$ cat src/logic/pwt_regs.svh
// register offsets, field positions, reset values and timing counts
// assumes a 20 MHz aclk and a 1 us timebase for all staged times
`ifndef PWT_REGS_SVH
`define PWT_REGS_SVH
`define PWT_A_CTRL 8'h00
`define PWT_A_OUTVAL 8'h04
`define PWT_A_SLOT 8'h08
`define PWT_A_SLOTCTL 8'h0c
`define PWT_A_REF 8'h10
`define PWT_A_STATUS 8'h14
`define PWT_A_LEFT 8'h18
`define PWT_CTRL_EN 0
`define PWT_CTRL_MODE 1
`define PWT_CTRL_CUR 2
`define PWT_CTRL_FMT 5:4
`define PWT_CTRL_PAR 8
`define PWT_SC_TGT 3:0
`define PWT_SC_SMODE 4
`define PWT_TGT_PERIOD 4'h1
`define PWT_TGT_DELAY 4'h2
`define PWT_TGT_DUTY 4'h4
`define PWT_FS_PCT 16'h0064
`define PWT_FS_PERMIL 16'h03e8
`define PWT_FS_P10K 16'h2710
`define PWT_FS_ANA 16'h6c00
`define PWT_REF_MAX_PAR 16'h0fa0
`define PWT_REF_MAX_CH 16'h07d0
`define PWT_RST_PERIOD 32'h000003e8
`define PWT_RST_REF 16'h07d0
`define PWT_RESP_OK 2'h0
`define PWT_RESP_DECERR 2'h3
`define PWT_CLK_NS 50
`define PWT_US_NS 1000
`define PWT_TICK_CYC ((`PWT_US_NS + `PWT_CLK_NS - 1) / `PWT_CLK_NS)
`endif

$ cat src/logic/pwt_pkg.sv
// types shared by the pulse output channel
// assumes a 32-bit AXI4-Lite register bus
package pwt_pkg;
    typedef enum logic [1:0] {PWT_IDLE, PWT_DELAY, PWT_RUN, PWT_DONE} pwt_fsm_t;
    typedef struct packed {
        logic awvalid;
        logic [31:0] awaddr;
        logic wvalid;
        logic [31:0] wdata;
        logic [3:0] wstrb;
        logic bready;
        logic arvalid;
        logic [31:0] araddr;
        logic rready;
    } pwt_axi_req_t;
    typedef struct packed {
        logic awready;
        logic wready;
        logic bvalid;
        logic [1:0] bresp;
        logic arready;
        logic rvalid;
        logic [31:0] rdata;
        logic [1:0] rresp;
    } pwt_axi_rsp_t;
    typedef struct packed {
        pwt_axi_rsp_t rsp;
        logic aw_got;
        logic w_got;
        logic [31:0] waddr;
        logic [31:0] wdata;
        logic [3:0] wstrb;
        logic [31:0] ctrl;
        logic [31:0] outval;
        logic [31:0] slot;
        logic [4:0] slotctl;
        logic [15:0] ref_ma;
        logic [31:0] period;
        logic [31:0] delay;
        logic [31:0] duty;
        logic pend_v;
        logic [3:0] pend_tgt;
        logic [31:0] pend_val;
        pwt_fsm_t fsm;
        logic en_d;
        logic [4:0] div;
        logic [31:0] cnt;
        logic [31:0] dcnt;
        logic [31:0] left;
        logic dq;
    } pwt_state_t;
endpackage

$ cat src/logic/pwt_top.sv
// pwm and pulse-train output channel with an AXI4-Lite register slave
// assumes a single 20 MHz aclk and synchronous active-low reset
// Overview of operation
// - current control reads setpoint as ratio of reference; the code ignores PWT_CTRL_CUR and reads setpoint as duty
// - reference current capped 4000 or 2000 mA
// - staged target 1 sets pwm period
// - staged target 2 delays first pulse
// - pulse train emits exactly setpoint pulses
// - staged target 1 sets train period
// - staged target 4 sets train duty
// - duty above full scale saturates, no error
// - percent format full scale 100
// - per-thousand format full scale 1000
// - per-ten-thousand format full scale 10000
// - analog format full scale 27648
// - pwm setpoint is duty, scaled by format
//
// Implementation choices: the register addresses and the AXI4-Lite interface to the registers.
`timescale 1ns/100ps
`include "pwt_regs.svh"
module pwt_top (
    input wire aclk,
    input wire aresetn,
    input pwt_pkg::pwt_axi_req_t axi_req,
    output pwt_pkg::pwt_axi_rsp_t axi_rsp,
    output logic drive_out
);
    pwt_pkg::pwt_state_t st_ff;
    pwt_pkg::pwt_state_t nxt_st;
    logic [15:0] full;
    logic [31:0] duty_src;
    logic [31:0] duty_eff;
    logic [15:0] ref_lim;
    logic tick;
    logic hi;
    logic train;
    logic wr_fire;
    logic ld_v;
    logic [3:0] ld_tgt;
    logic [31:0] ld_val;
    logic wrap;
    logic [31:0] rd_data;
    logic rd_err;
    logic [7:0] wa;
    logic [7:0] ra;
    logic pend_set;
    logic [31:0] ref_w;

    function automatic logic [31:0] pwt_merge(input logic [31:0] old, input logic [31:0] d,
                                              input logic [3:0] s);
        logic [31:0] r;
        r = old;
        for (int i = 0; i < 4; i++) begin
            if (s[i]) begin
                r[i*8 +: 8] = d[i*8 +: 8];
            end
        end
        return r;
    endfunction

    assign train = st_ff.ctrl[`PWT_CTRL_MODE];
    assign tick = (st_ff.div == 5'(`PWT_TICK_CYC - 1));
    assign ref_lim = st_ff.ctrl[`PWT_CTRL_PAR] ? `PWT_REF_MAX_PAR : `PWT_REF_MAX_CH;
    assign wa = st_ff.waddr[7:0];
    assign ra = axi_req.araddr[7:0];
    assign ref_w = pwt_merge({16'h0, st_ff.ref_ma}, st_ff.wdata, st_ff.wstrb);
    assign wr_fire = st_ff.aw_got && st_ff.w_got && !st_ff.rsp.bvalid;
    assign wrap = (st_ff.fsm == pwt_pkg::PWT_RUN) && tick && (st_ff.cnt + 32'h1 >= st_ff.period);

    always_comb begin
        case (st_ff.ctrl[`PWT_CTRL_FMT])
            2'h0: full = `PWT_FS_PCT;
            2'h1: full = `PWT_FS_PERMIL;
            2'h2: full = `PWT_FS_P10K;
            default: full = `PWT_FS_ANA;
        endcase
    end

    // train uses staged duty, pwm uses setpoint as duty (same reading with or without current control)
    assign duty_src = train ? st_ff.duty : st_ff.outval;
    assign duty_eff = (duty_src > {16'h0, full}) ? {16'h0, full} : duty_src;
    assign hi = (48'(st_ff.cnt) * 48'(full)) < (48'(duty_eff) * 48'(st_ff.period));

    always_comb begin
        rd_data = 32'h0;
        rd_err = 1'b0;
        if (axi_req.araddr[31:8] != 24'h0) begin
            rd_err = 1'b1;
        end else if (ra == `PWT_A_CTRL) begin
            rd_data = st_ff.ctrl;
        end else if (ra == `PWT_A_OUTVAL) begin
            rd_data = st_ff.outval;
        end else if (ra == `PWT_A_SLOT) begin
            rd_data = st_ff.slot;
        end else if (ra == `PWT_A_SLOTCTL) begin
            rd_data = {27'h0, st_ff.slotctl};
        end else if (ra == `PWT_A_REF) begin
            rd_data = {16'h0, st_ff.ref_ma};
        end else if (ra == `PWT_A_STATUS) begin
            rd_data = {27'h0, st_ff.pend_v, 1'b0, st_ff.dq, st_ff.fsm};
        end else if (ra == `PWT_A_LEFT) begin
            rd_data = st_ff.left;
        end else begin
            rd_err = 1'b1;
        end
    end

    always_comb begin
        nxt_st = st_ff;
        ld_v = 1'b0;
        ld_tgt = 4'h0;
        ld_val = 32'h0;
        pend_set = 1'b0;
        // write channel
        if (axi_req.awvalid && st_ff.rsp.awready) begin
            nxt_st.aw_got = 1'b1;
            nxt_st.waddr = axi_req.awaddr;
        end
        if (axi_req.wvalid && st_ff.rsp.wready) begin
            nxt_st.w_got = 1'b1;
            nxt_st.wdata = axi_req.wdata;
            nxt_st.wstrb = axi_req.wstrb;
        end
        if (st_ff.rsp.bvalid && axi_req.bready) begin
            nxt_st.rsp.bvalid = 1'b0;
        end
        if (wr_fire) begin
            nxt_st.aw_got = 1'b0;
            nxt_st.w_got = 1'b0;
            nxt_st.rsp.bvalid = 1'b1;
            nxt_st.rsp.bresp = `PWT_RESP_OK;
            if (st_ff.waddr[31:8] != 24'h0) begin
                nxt_st.rsp.bresp = `PWT_RESP_DECERR;
            end else if (wa == `PWT_A_CTRL) begin
                nxt_st.ctrl = pwt_merge(st_ff.ctrl, st_ff.wdata, st_ff.wstrb);
            end else if (wa == `PWT_A_OUTVAL) begin
                nxt_st.outval = pwt_merge(st_ff.outval, st_ff.wdata, st_ff.wstrb);
            end else if (wa == `PWT_A_SLOT) begin
                nxt_st.slot = pwt_merge(st_ff.slot, st_ff.wdata, st_ff.wstrb);
            end else if (wa == `PWT_A_SLOTCTL) begin
                if (st_ff.wstrb[0]) begin
                    nxt_st.slotctl = st_ff.wdata[4:0];
                    // mode 0 loads now, mode 1 at the next period boundary
                    if (st_ff.wdata[`PWT_SC_SMODE]) begin
                        nxt_st.pend_v = 1'b1;
                        pend_set = 1'b1;
                        nxt_st.pend_tgt = st_ff.wdata[`PWT_SC_TGT];
                        nxt_st.pend_val = st_ff.slot;
                    end else begin
                        ld_v = 1'b1;
                        ld_tgt = st_ff.wdata[`PWT_SC_TGT];
                        ld_val = st_ff.slot;
                    end
                end
            end else if (wa == `PWT_A_REF) begin
                nxt_st.ref_ma = ref_w[15:0];
            end else if (wa != `PWT_A_STATUS && wa != `PWT_A_LEFT) begin
                nxt_st.rsp.bresp = `PWT_RESP_DECERR;
            end
        end
        // limit follows the parallel bit being written, not the old one
        if (nxt_st.ctrl[`PWT_CTRL_PAR]) begin
            if (nxt_st.ref_ma > `PWT_REF_MAX_PAR) begin
                nxt_st.ref_ma = `PWT_REF_MAX_PAR;
            end
        end else if (nxt_st.ref_ma > `PWT_REF_MAX_CH) begin
            nxt_st.ref_ma = `PWT_REF_MAX_CH;
        end
        nxt_st.rsp.awready = !nxt_st.aw_got;
        nxt_st.rsp.wready = !nxt_st.w_got;
        // read channel
        if (st_ff.rsp.rvalid && axi_req.rready) begin
            nxt_st.rsp.rvalid = 1'b0;
        end
        if (axi_req.arvalid && st_ff.rsp.arready) begin
            nxt_st.rsp.rvalid = 1'b1;
            nxt_st.rsp.rdata = rd_data;
            nxt_st.rsp.rresp = rd_err ? `PWT_RESP_DECERR : `PWT_RESP_OK;
        end
        nxt_st.rsp.arready = !nxt_st.rsp.rvalid;
        // staged parameter load
        if (!ld_v && wrap && st_ff.pend_v) begin
            ld_v = 1'b1;
            ld_tgt = st_ff.pend_tgt;
            ld_val = st_ff.pend_val;
            // a request written at this boundary stays pending
            if (!pend_set) begin
                nxt_st.pend_v = 1'b0;
            end
        end
        if (ld_v) begin
            if (ld_tgt == `PWT_TGT_PERIOD) begin
                nxt_st.period = ld_val;
            end else if (ld_tgt == `PWT_TGT_DELAY) begin
                nxt_st.delay = ld_val;
            end else if (ld_tgt == `PWT_TGT_DUTY) begin
                nxt_st.duty = ld_val;
            end
        end
        // sequencer
        nxt_st.en_d = st_ff.ctrl[`PWT_CTRL_EN];
        nxt_st.div = tick ? 5'h0 : st_ff.div + 5'h1;
        nxt_st.dq = 1'b0;
        if (!st_ff.ctrl[`PWT_CTRL_EN]) begin
            nxt_st.fsm = pwt_pkg::PWT_IDLE;
        end else if (!st_ff.en_d) begin
            nxt_st.fsm = pwt_pkg::PWT_DELAY;
            nxt_st.dcnt = 32'h0;
            nxt_st.cnt = 32'h0;
            nxt_st.div = 5'h0;
            nxt_st.left = st_ff.outval;
        end else begin
            case (st_ff.fsm)
                pwt_pkg::PWT_DELAY: begin
                    if (st_ff.dcnt >= st_ff.delay) begin
                        // restart the tick so the first period is full length
                        nxt_st.div = 5'h0;
                        nxt_st.cnt = 32'h0;
                        nxt_st.fsm = (train && st_ff.left == 32'h0) ? pwt_pkg::PWT_DONE
                            : pwt_pkg::PWT_RUN;
                    end else if (tick) begin
                        nxt_st.dcnt = st_ff.dcnt + 32'h1;
                    end
                end
                pwt_pkg::PWT_RUN: begin
                    nxt_st.dq = (st_ff.period != 32'h0) && hi;
                    if (tick) begin
                        nxt_st.cnt = st_ff.cnt + 32'h1;
                    end
                    if (wrap) begin
                        nxt_st.cnt = 32'h0;
                        if (train) begin
                            nxt_st.left = st_ff.left - 32'h1;
                            if (st_ff.left == 32'h1) begin
                                nxt_st.fsm = pwt_pkg::PWT_DONE;
                            end
                        end
                    end
                end
                pwt_pkg::PWT_DONE: nxt_st.dq = 1'b0;
                default: nxt_st.dq = 1'b0;
            endcase
        end
    end

    always_ff @(posedge aclk) begin
        if (!aresetn) begin
            st_ff <= '0;
            st_ff.period <= `PWT_RST_PERIOD;
            st_ff.ref_ma <= `PWT_RST_REF;
            st_ff.fsm <= pwt_pkg::PWT_IDLE;
        end else begin
            st_ff <= nxt_st;
        end
    end

    assign axi_rsp = st_ff.rsp;
    assign drive_out = st_ff.dq;
endmodule

$ cat config.mk
export PLATFORM = sky130hd
export DESIGN_NAME = pwt_top
export DESIGN_NICKNAME = d
export VERILOG_FILES = /design/src/logic/pwt_pkg.sv /design/src/logic/pwt_top.sv
export VERILOG_INCLUDE_DIRS = /design/src /design/src/logic
export SDC_FILE = /design/constraint.sdc
export NUM_CORES = 2
export LEC_CHECK = 0
export BUFFER_PORTS_ARGS = -buffer_cell sky130_fd_sc_hd__buf_2
export CAP_MARGIN = 5
export CELL_PAD_IN_SITES_DETAIL_PLACEMENT = 1
export CELL_PAD_IN_SITES_GLOBAL_PLACEMENT = 1
export CORE_MARGIN = 8
export CORE_UTILIZATION = 55
export DETAILED_ROUTE_END_ITERATION = 10
export PLACE_DENSITY_LB_ADDON = 0.1
export SYNTH_ARGS = -nofsm -noshare
export SYNTH_HDL_FRONTEND = slang
export SYNTH_SLANG_ARGS = --single-unit
$ cat constraint.sdc
create_clock -name aclk -period 35.5 [get_ports aclk]
set_input_delay 3.55 -clock aclk [delete_from_list [all_inputs] [get_ports aclk]]
set_output_delay 3.55 -clock aclk [all_outputs]
set_load 0.005 [all_outputs]
## Word level (Yosys, flattened, before mapping)

Index checks and enable logic that the tools add are counted.

- Output and inout port bits: 42
- Flip-flop bits (word level): 466
- Word-level logic and storage cells: 279
- Input bits: 107

- Add/subtract/negate cells: 4
- Order comparisons: 6
- Reductions and logical operators: 53
- Mux-type cells: 129
- Bitwise operators: 6
- Eq/ne operators: 37
- $mul: 2

Operators with widths:

| kind | count |
|---|---|
| $mux W32 | 29 |
| $mux W37 | 9 |
| $mux W94 | 2 |
| $mux W102 | 1 |
| $mux W101 | 1 |
| $mux W8 | 11 |
| $mux W85 | 1 |
| $mux W16 | 5 |
| $add A32 B1 Y32 const B | 2 |
| $ge A32 B32 Y1 | 2 |
| $pmux W32 S2 | 1 |
| $mux W53 | 1 |
| $lt A48 B48 Y1 | 1 |
| $mul A32 B16 Y48 | 1 |
| $mul A32 B32 Y48 | 1 |
| $reduce_bool A24 Y1 | 2 |
| $pmux W15 S3 | 1 |
| $mux W1 | 36 |
| $mux W4 | 9 |
| $reduce_and A4 Y1 | 9 |
| $mux W35 | 1 |
| $eq A32 B1 Y1 const B | 1 |
| $eq A8 B4 Y1 const B | 4 |
| $eq A8 B5 Y1 const B | 4 |
| other kinds (39) | 102 |

## Longest topological paths before layout

- Depth after elaboration: 15
- Mapped depth: 51
- Mapped depth without buffers: 47

## Least setup slack after synthesis

No wires, ideal clock.

- Path kind: reg-to-reg
- Start: reg st_ff[324] (netlist name)
- End: reg st_ff, in the netlist drive_out
- Buffers on the path: 6
- Cell stages (with the launch flop): 42
- Clock period less this slack: 11.823 ns
- Data arrival time: 11.744 ns
- Path slack: 23.677 ns
- Setup time: 0.080 ns
- Cells stage by stage: dfxtp_1 > buf_2 > buf_1 > buf_1 > clkbuf_1 > mux2_2 > ha_1 > nand4_1 > or3_1 > or4_1 > a21oi_1 > buf_2 > nor2_1 > a21oi_1 > buf_2 > nor2_1 > fa_1 > inv_1 > [6 not listed] > fa_1 > fa_1 > ha_1 > nand3_1 > o41ai_1 > a31oi_1 > o2111ai_1 > nor3b_1 > ha_1 > a21o_1 > a21o_1 > a21o_1 > a21o_1 > a21oi_1 > o21ai_0 > nor4b_1 > a21oi_1 > nor3b_1

- Cells in the longest elaborated chain, start to end: 6

RTL lines:

| item | RTL line | RTL |
|---|---|---|
| start, declared | pwt_top.sv:28 | `pwt_pkg::pwt_state_t st_ff;` |
| start signal, assigned | pwt_top.sv:253 | `st_ff <= nxt_st;` |
| $mux W32 * | pwt_top.sv:80 | `assign duty_src = train ? st_ff.duty : st_ff.outval;` |
| $gt A32 B16 Y1 | pwt_top.sv:81 | `assign duty_eff = (duty_src > {16'h0, full}) ? {16'h0, full} : duty_src;` |
| $mux W32 * | pwt_top.sv:81 |  |
| $mul A32 B32 Y48 * | pwt_top.sv:82 | `assign hi = (48'(st_ff.cnt) * 48'(full)) < (48'(duty_eff) * 48'(st_ff.period));` |
| $lt A48 B48 Y1 * | pwt_top.sv:82 |  |
| $logic_and A1 B1 Y1 * | pwt_top.sv:226 | `nxt_st.dq = (st_ff.period != 32'h0) && hi;` |

Every way passes the cells marked *; elsewhere a longest branch is shown, timed or not.
A chain may end at the register's enable or synchronous reset.

## Worst setup path after layout

- Start: reg st_ff[327] (netlist name)
- End: reg st_ff, in the netlist drive_out

- Cells in the longest elaborated chain, start to end: 7
- Elaborated cells between the ends (all ways): 10
- Classes of those cells: mul (2); order compare (2); eq/ne (2); mux (2); reduce/logical (2)

RTL lines:

| item | RTL line | RTL |
|---|---|---|
| $eq A2 B2 Y1, or another cell as far along | pwt_top.sv:71 | `` case (st_ff.ctrl[`PWT_CTRL_FMT]) `` |
| $pmux W15 S3 * | pwt_top.sv:71 |  |
| $gt A32 B16 Y1 | pwt_top.sv:81 |  |
| $mux W32 | pwt_top.sv:81 |  |
| $mul A32 B32 Y48 | pwt_top.sv:82 |  |
| $lt A48 B48 Y1 * | pwt_top.sv:82 |  |
| $logic_and A1 B1 Y1 * | pwt_top.sv:226 |  |

Marks and branches as above.

==> results.txt <==
No sink is reached through more buffers than the 3 on the longest clock path. The area fraction of the dominant cell type after synthesis came out at 35.0%. The worst register-to-register path begins at st_ff[327]. The clock period minus final worst setup slack came out at 14.61 ns. After clock tree synthesis, the clock-pin slew on the worst setup and hold paths is ~0.07 ns. The tightest slew margin relative to the limit came out at ~20%.

The vertical die dimension came out at 351 microns. The startpoint of the lowest-slack hold path is st_ff[396]. In the routed layout, each cell is associated on average with a via count of 5.74.

Leaving out fill and tap cells, the most frequent cell in the layout is sky130_fd_sc_hd__inv_1. The master cell of the clock root buffer is sky130_fd_sc_hd__clkbuf_16. After synthesis, the share of flip-flops with an asynchronous set or reset is 0%. Across all hold checks on the routed design, the worst slack comes to roughly 0.46 ns.

The final net count came out at 8767. The synthesized cell area came out at 0.0617 sq mm. The starting density of the core came out at roughly 55%. By area the synthesized netlist is led by sky130_fd_sc_hd__fa_1 (35%), sky130_fd_sc_hd__dfxtp_1 (15%), sky130_fd_sc_hd__ha_1 (9.5%). The critical path is of the reg -> reg type. The pin count of the biggest net entering global routing came out at 110. In this run the worst hold path is classified as reg -> reg.

The area of the core is 0.112 sq mm. The fraction of final layout cells with drive strength greater than 1 came out at under 10%. The flow ran to the end, and the final reports show no timing, DRC or antenna violations. The required time of the worst setup path is 36.03 ns. In this design, the critical path's most frequently occurring cell is sky130_fd_sc_hd__fa_1.

The number of library cell types mapped by synthesis came out at 94. The quantity of gates resized following cts is 0. The library cell with the largest summed area after synthesis is sky130_fd_sc_hd__fa_1. The half-perimeter wire length of the detailed placement result is 170000 microns. For the worst setup path, the data arrival time is 15.13 ns. The mean instance size in the synthesized netlist came out at 9.08 sq um. In this run the core area contains 123 standard-cell rows. The warning count from the yosys run came out at 0. The library cells used most frequently in the layout, excluding fill and tap cells, are sky130_fd_sc_hd__inv_1 (1146), sky130_fd_sc_hd__fa_1 (1078), sky130_fd_sc_hd__nand2_1 (697), sky130_fd_sc_hd__ha_1 (469), sky130_fd_sc_hd__dfxtp_1 (464). The DRC violation count after routing is 0. The maximum clock rate came out at about 68 MHz. The hold buffer count at cts came out at 0. The routed layout has 49700 vias. The final setup violation count came out at 0. Tracing the worst setup path back leads to its startpoint at st_ff[327]. The detailed-routing iteration count for the pre-antenna-repair pass came out at 6. The number of antenna violations at the first check in global routing came to 5. The H-tree generated during clock tree synthesis spans 2 levels. For this run, the leading register cell type out of synthesis is sky130_fd_sc_hd__dfxtp_1. In the final routed layout, each cell accounts on average for 23.9 microns.

The number of pins with negative max-slew slack in the final report is 0. For the worst-skew pair, the clock arrives at the later sink with an insertion delay of 0.66 ns. After synthesis the netlist holds a flip-flop and latch count of ~460. The floorplan die area came out at ~0.12 sq mm. In this design, the stage delay of the slowest critical-path cell is 1.09 ns. The final layout contains routed wiring with a total length of 207000 microns. The count of final hold-check violations came out at 0. In this run the worst path has a maximum fanout of 32. On the critical path, the stage with the largest delay is an instance of sky130_fd_sc_hd__ha_1.

The final setup skew is 0.0644 ns. The buffers inserted during post-CTS setup optimization is 0. For this run, the total global-route usage over all layers was measured as 34.0%.

The clock sink count came out at 464. The post-route setup TNS came out at 0 ns. Across the run, the number of max-cap violations was 0. The CTS buffer count is 51.

The count of boundary I/O pins came out at 149. The count of flip-flops with a built-in enable after synthesis is 0. Buffers placed on the I/O ports in this run total 148. The aggregate global routing overflow is 0.

The starting DRC count in detailed routing is 3390. In the finished design, the share of the clock period the worst path needs comes to 41.2%. The pin slew with the least headroom to its limit is between 1 and 1.5 ns. The die span in x came out at 351 microns.

The post-route antenna net violation count came out at 0. The gate count of the mapped netlist is 6797. Summing the sequential cell areas from Yosys gives 15.1% of the chip area. The worst setup path is captured at a register. The number of global-route vias before repair came out at ~56000. The TritonCTS clock tree is yes. The synthesis-to-layout area growth is 8.10%.

The final RePlAce weighted congestion came out at 0.962. The worst setup path is launched from a register. The first global-routing pass estimated around 320000 microns of wire. Setup repair after global routing left no endpoint under its margin.
## through the flow
step	utilization (%)	setup WS [ns]	cells	cell area, sq um
final	59.6	20.89	8658	66700
after global routing	59.6	20.42	8655	66700
after CTS	59.6	21.11	8655	66700
after detailed placement	58.0	21.19	8560	64900
after global placement	58.0	21.84	8560	64900
after floorplan	-	23.68	7207	63200
## kinds of logic (layout without fill, tap and decap cells)
family	count (synthesis)	after routing	share of synthesized area, %
flip-flops	464	464	15.1
other	2	415	0.0122
AO/OA/AOI/OAI	945	945	9.95
adder cells (fa/ha/maj)	1547	1547	44.5
multiplexers	226	226	3.71
buffers and inverters	1521	1469	9.66
AND/OR/NAND/NOR	1964	1964	15.3
XOR/XNOR	128	128	1.82
## worst paths after layout
check	cells after the start	slack [ns]	to
min reg2reg	2	0.46	st_ff[396]
max	44	20.89	drive_out
min	2	0.46	st_ff[396]
max reg2reg	44	20.89	drive_out
## worst max-delay path: cells and delay by family (launching register included)
kind,cells,cell delay [ns]
adders and majority gates,12,6.15
and+or+nand+nor,8,2.16
buffers and inverters,6,1.24
AOI/OAI and AO/OA,18,4.39
DFF,1,0.50
## flip-flops by register name (all words and copies together), names as in the netlist
register / flops
axi_rsp: 39
drive_out: 1
st_ff: 423
nxt_st: 1
## routing by layer
metal	track usage (%)	vias to the layer above	wire length, microns
li1	-	22000	-
met1	40.5	25500	78900
met2	59.6	1653	102000
met3	5.60	562	13200
met4	16.7	2	12500
met5	0	-	16
## cells in the mapped netlist, drive strengths merged, types with 18 or more instances
cell,n
a222oi,26
mux2,21
xor2,46
nor2b,24
nand3,87
clkbuf,284
o22ai,18
nor2,431
dfxtp,464
a21o,94
and2,318
mux2i,205
nand4,51
inv,1147
nand3b,30
o211ai,39
fa,1078
nand2b,34
o21ai,131
a21oi,352
or2,33
buf,80
a31oi,47
xnor2,82
and3,70
nor3,50
ha,469
a22oi,41
o21bai,18
o41ai,24
or3,49
nand2,697
nor4,53
## area by class of cell
type                       count  area (sq um)
inverter                    1157          4350
clock inverter                26           360
sequential                   464          9290
antenna                        3          7.51
fill                       13300         45200
clock buffer                  69          1440
timing repair buffer         217          1260
tap                         1500          1880
multi-input combinational   5222         48100
Power is left out: the tool's default activity adds up to more than one toggle a clock period on the data nets, which glitch-free logic cannot reach.
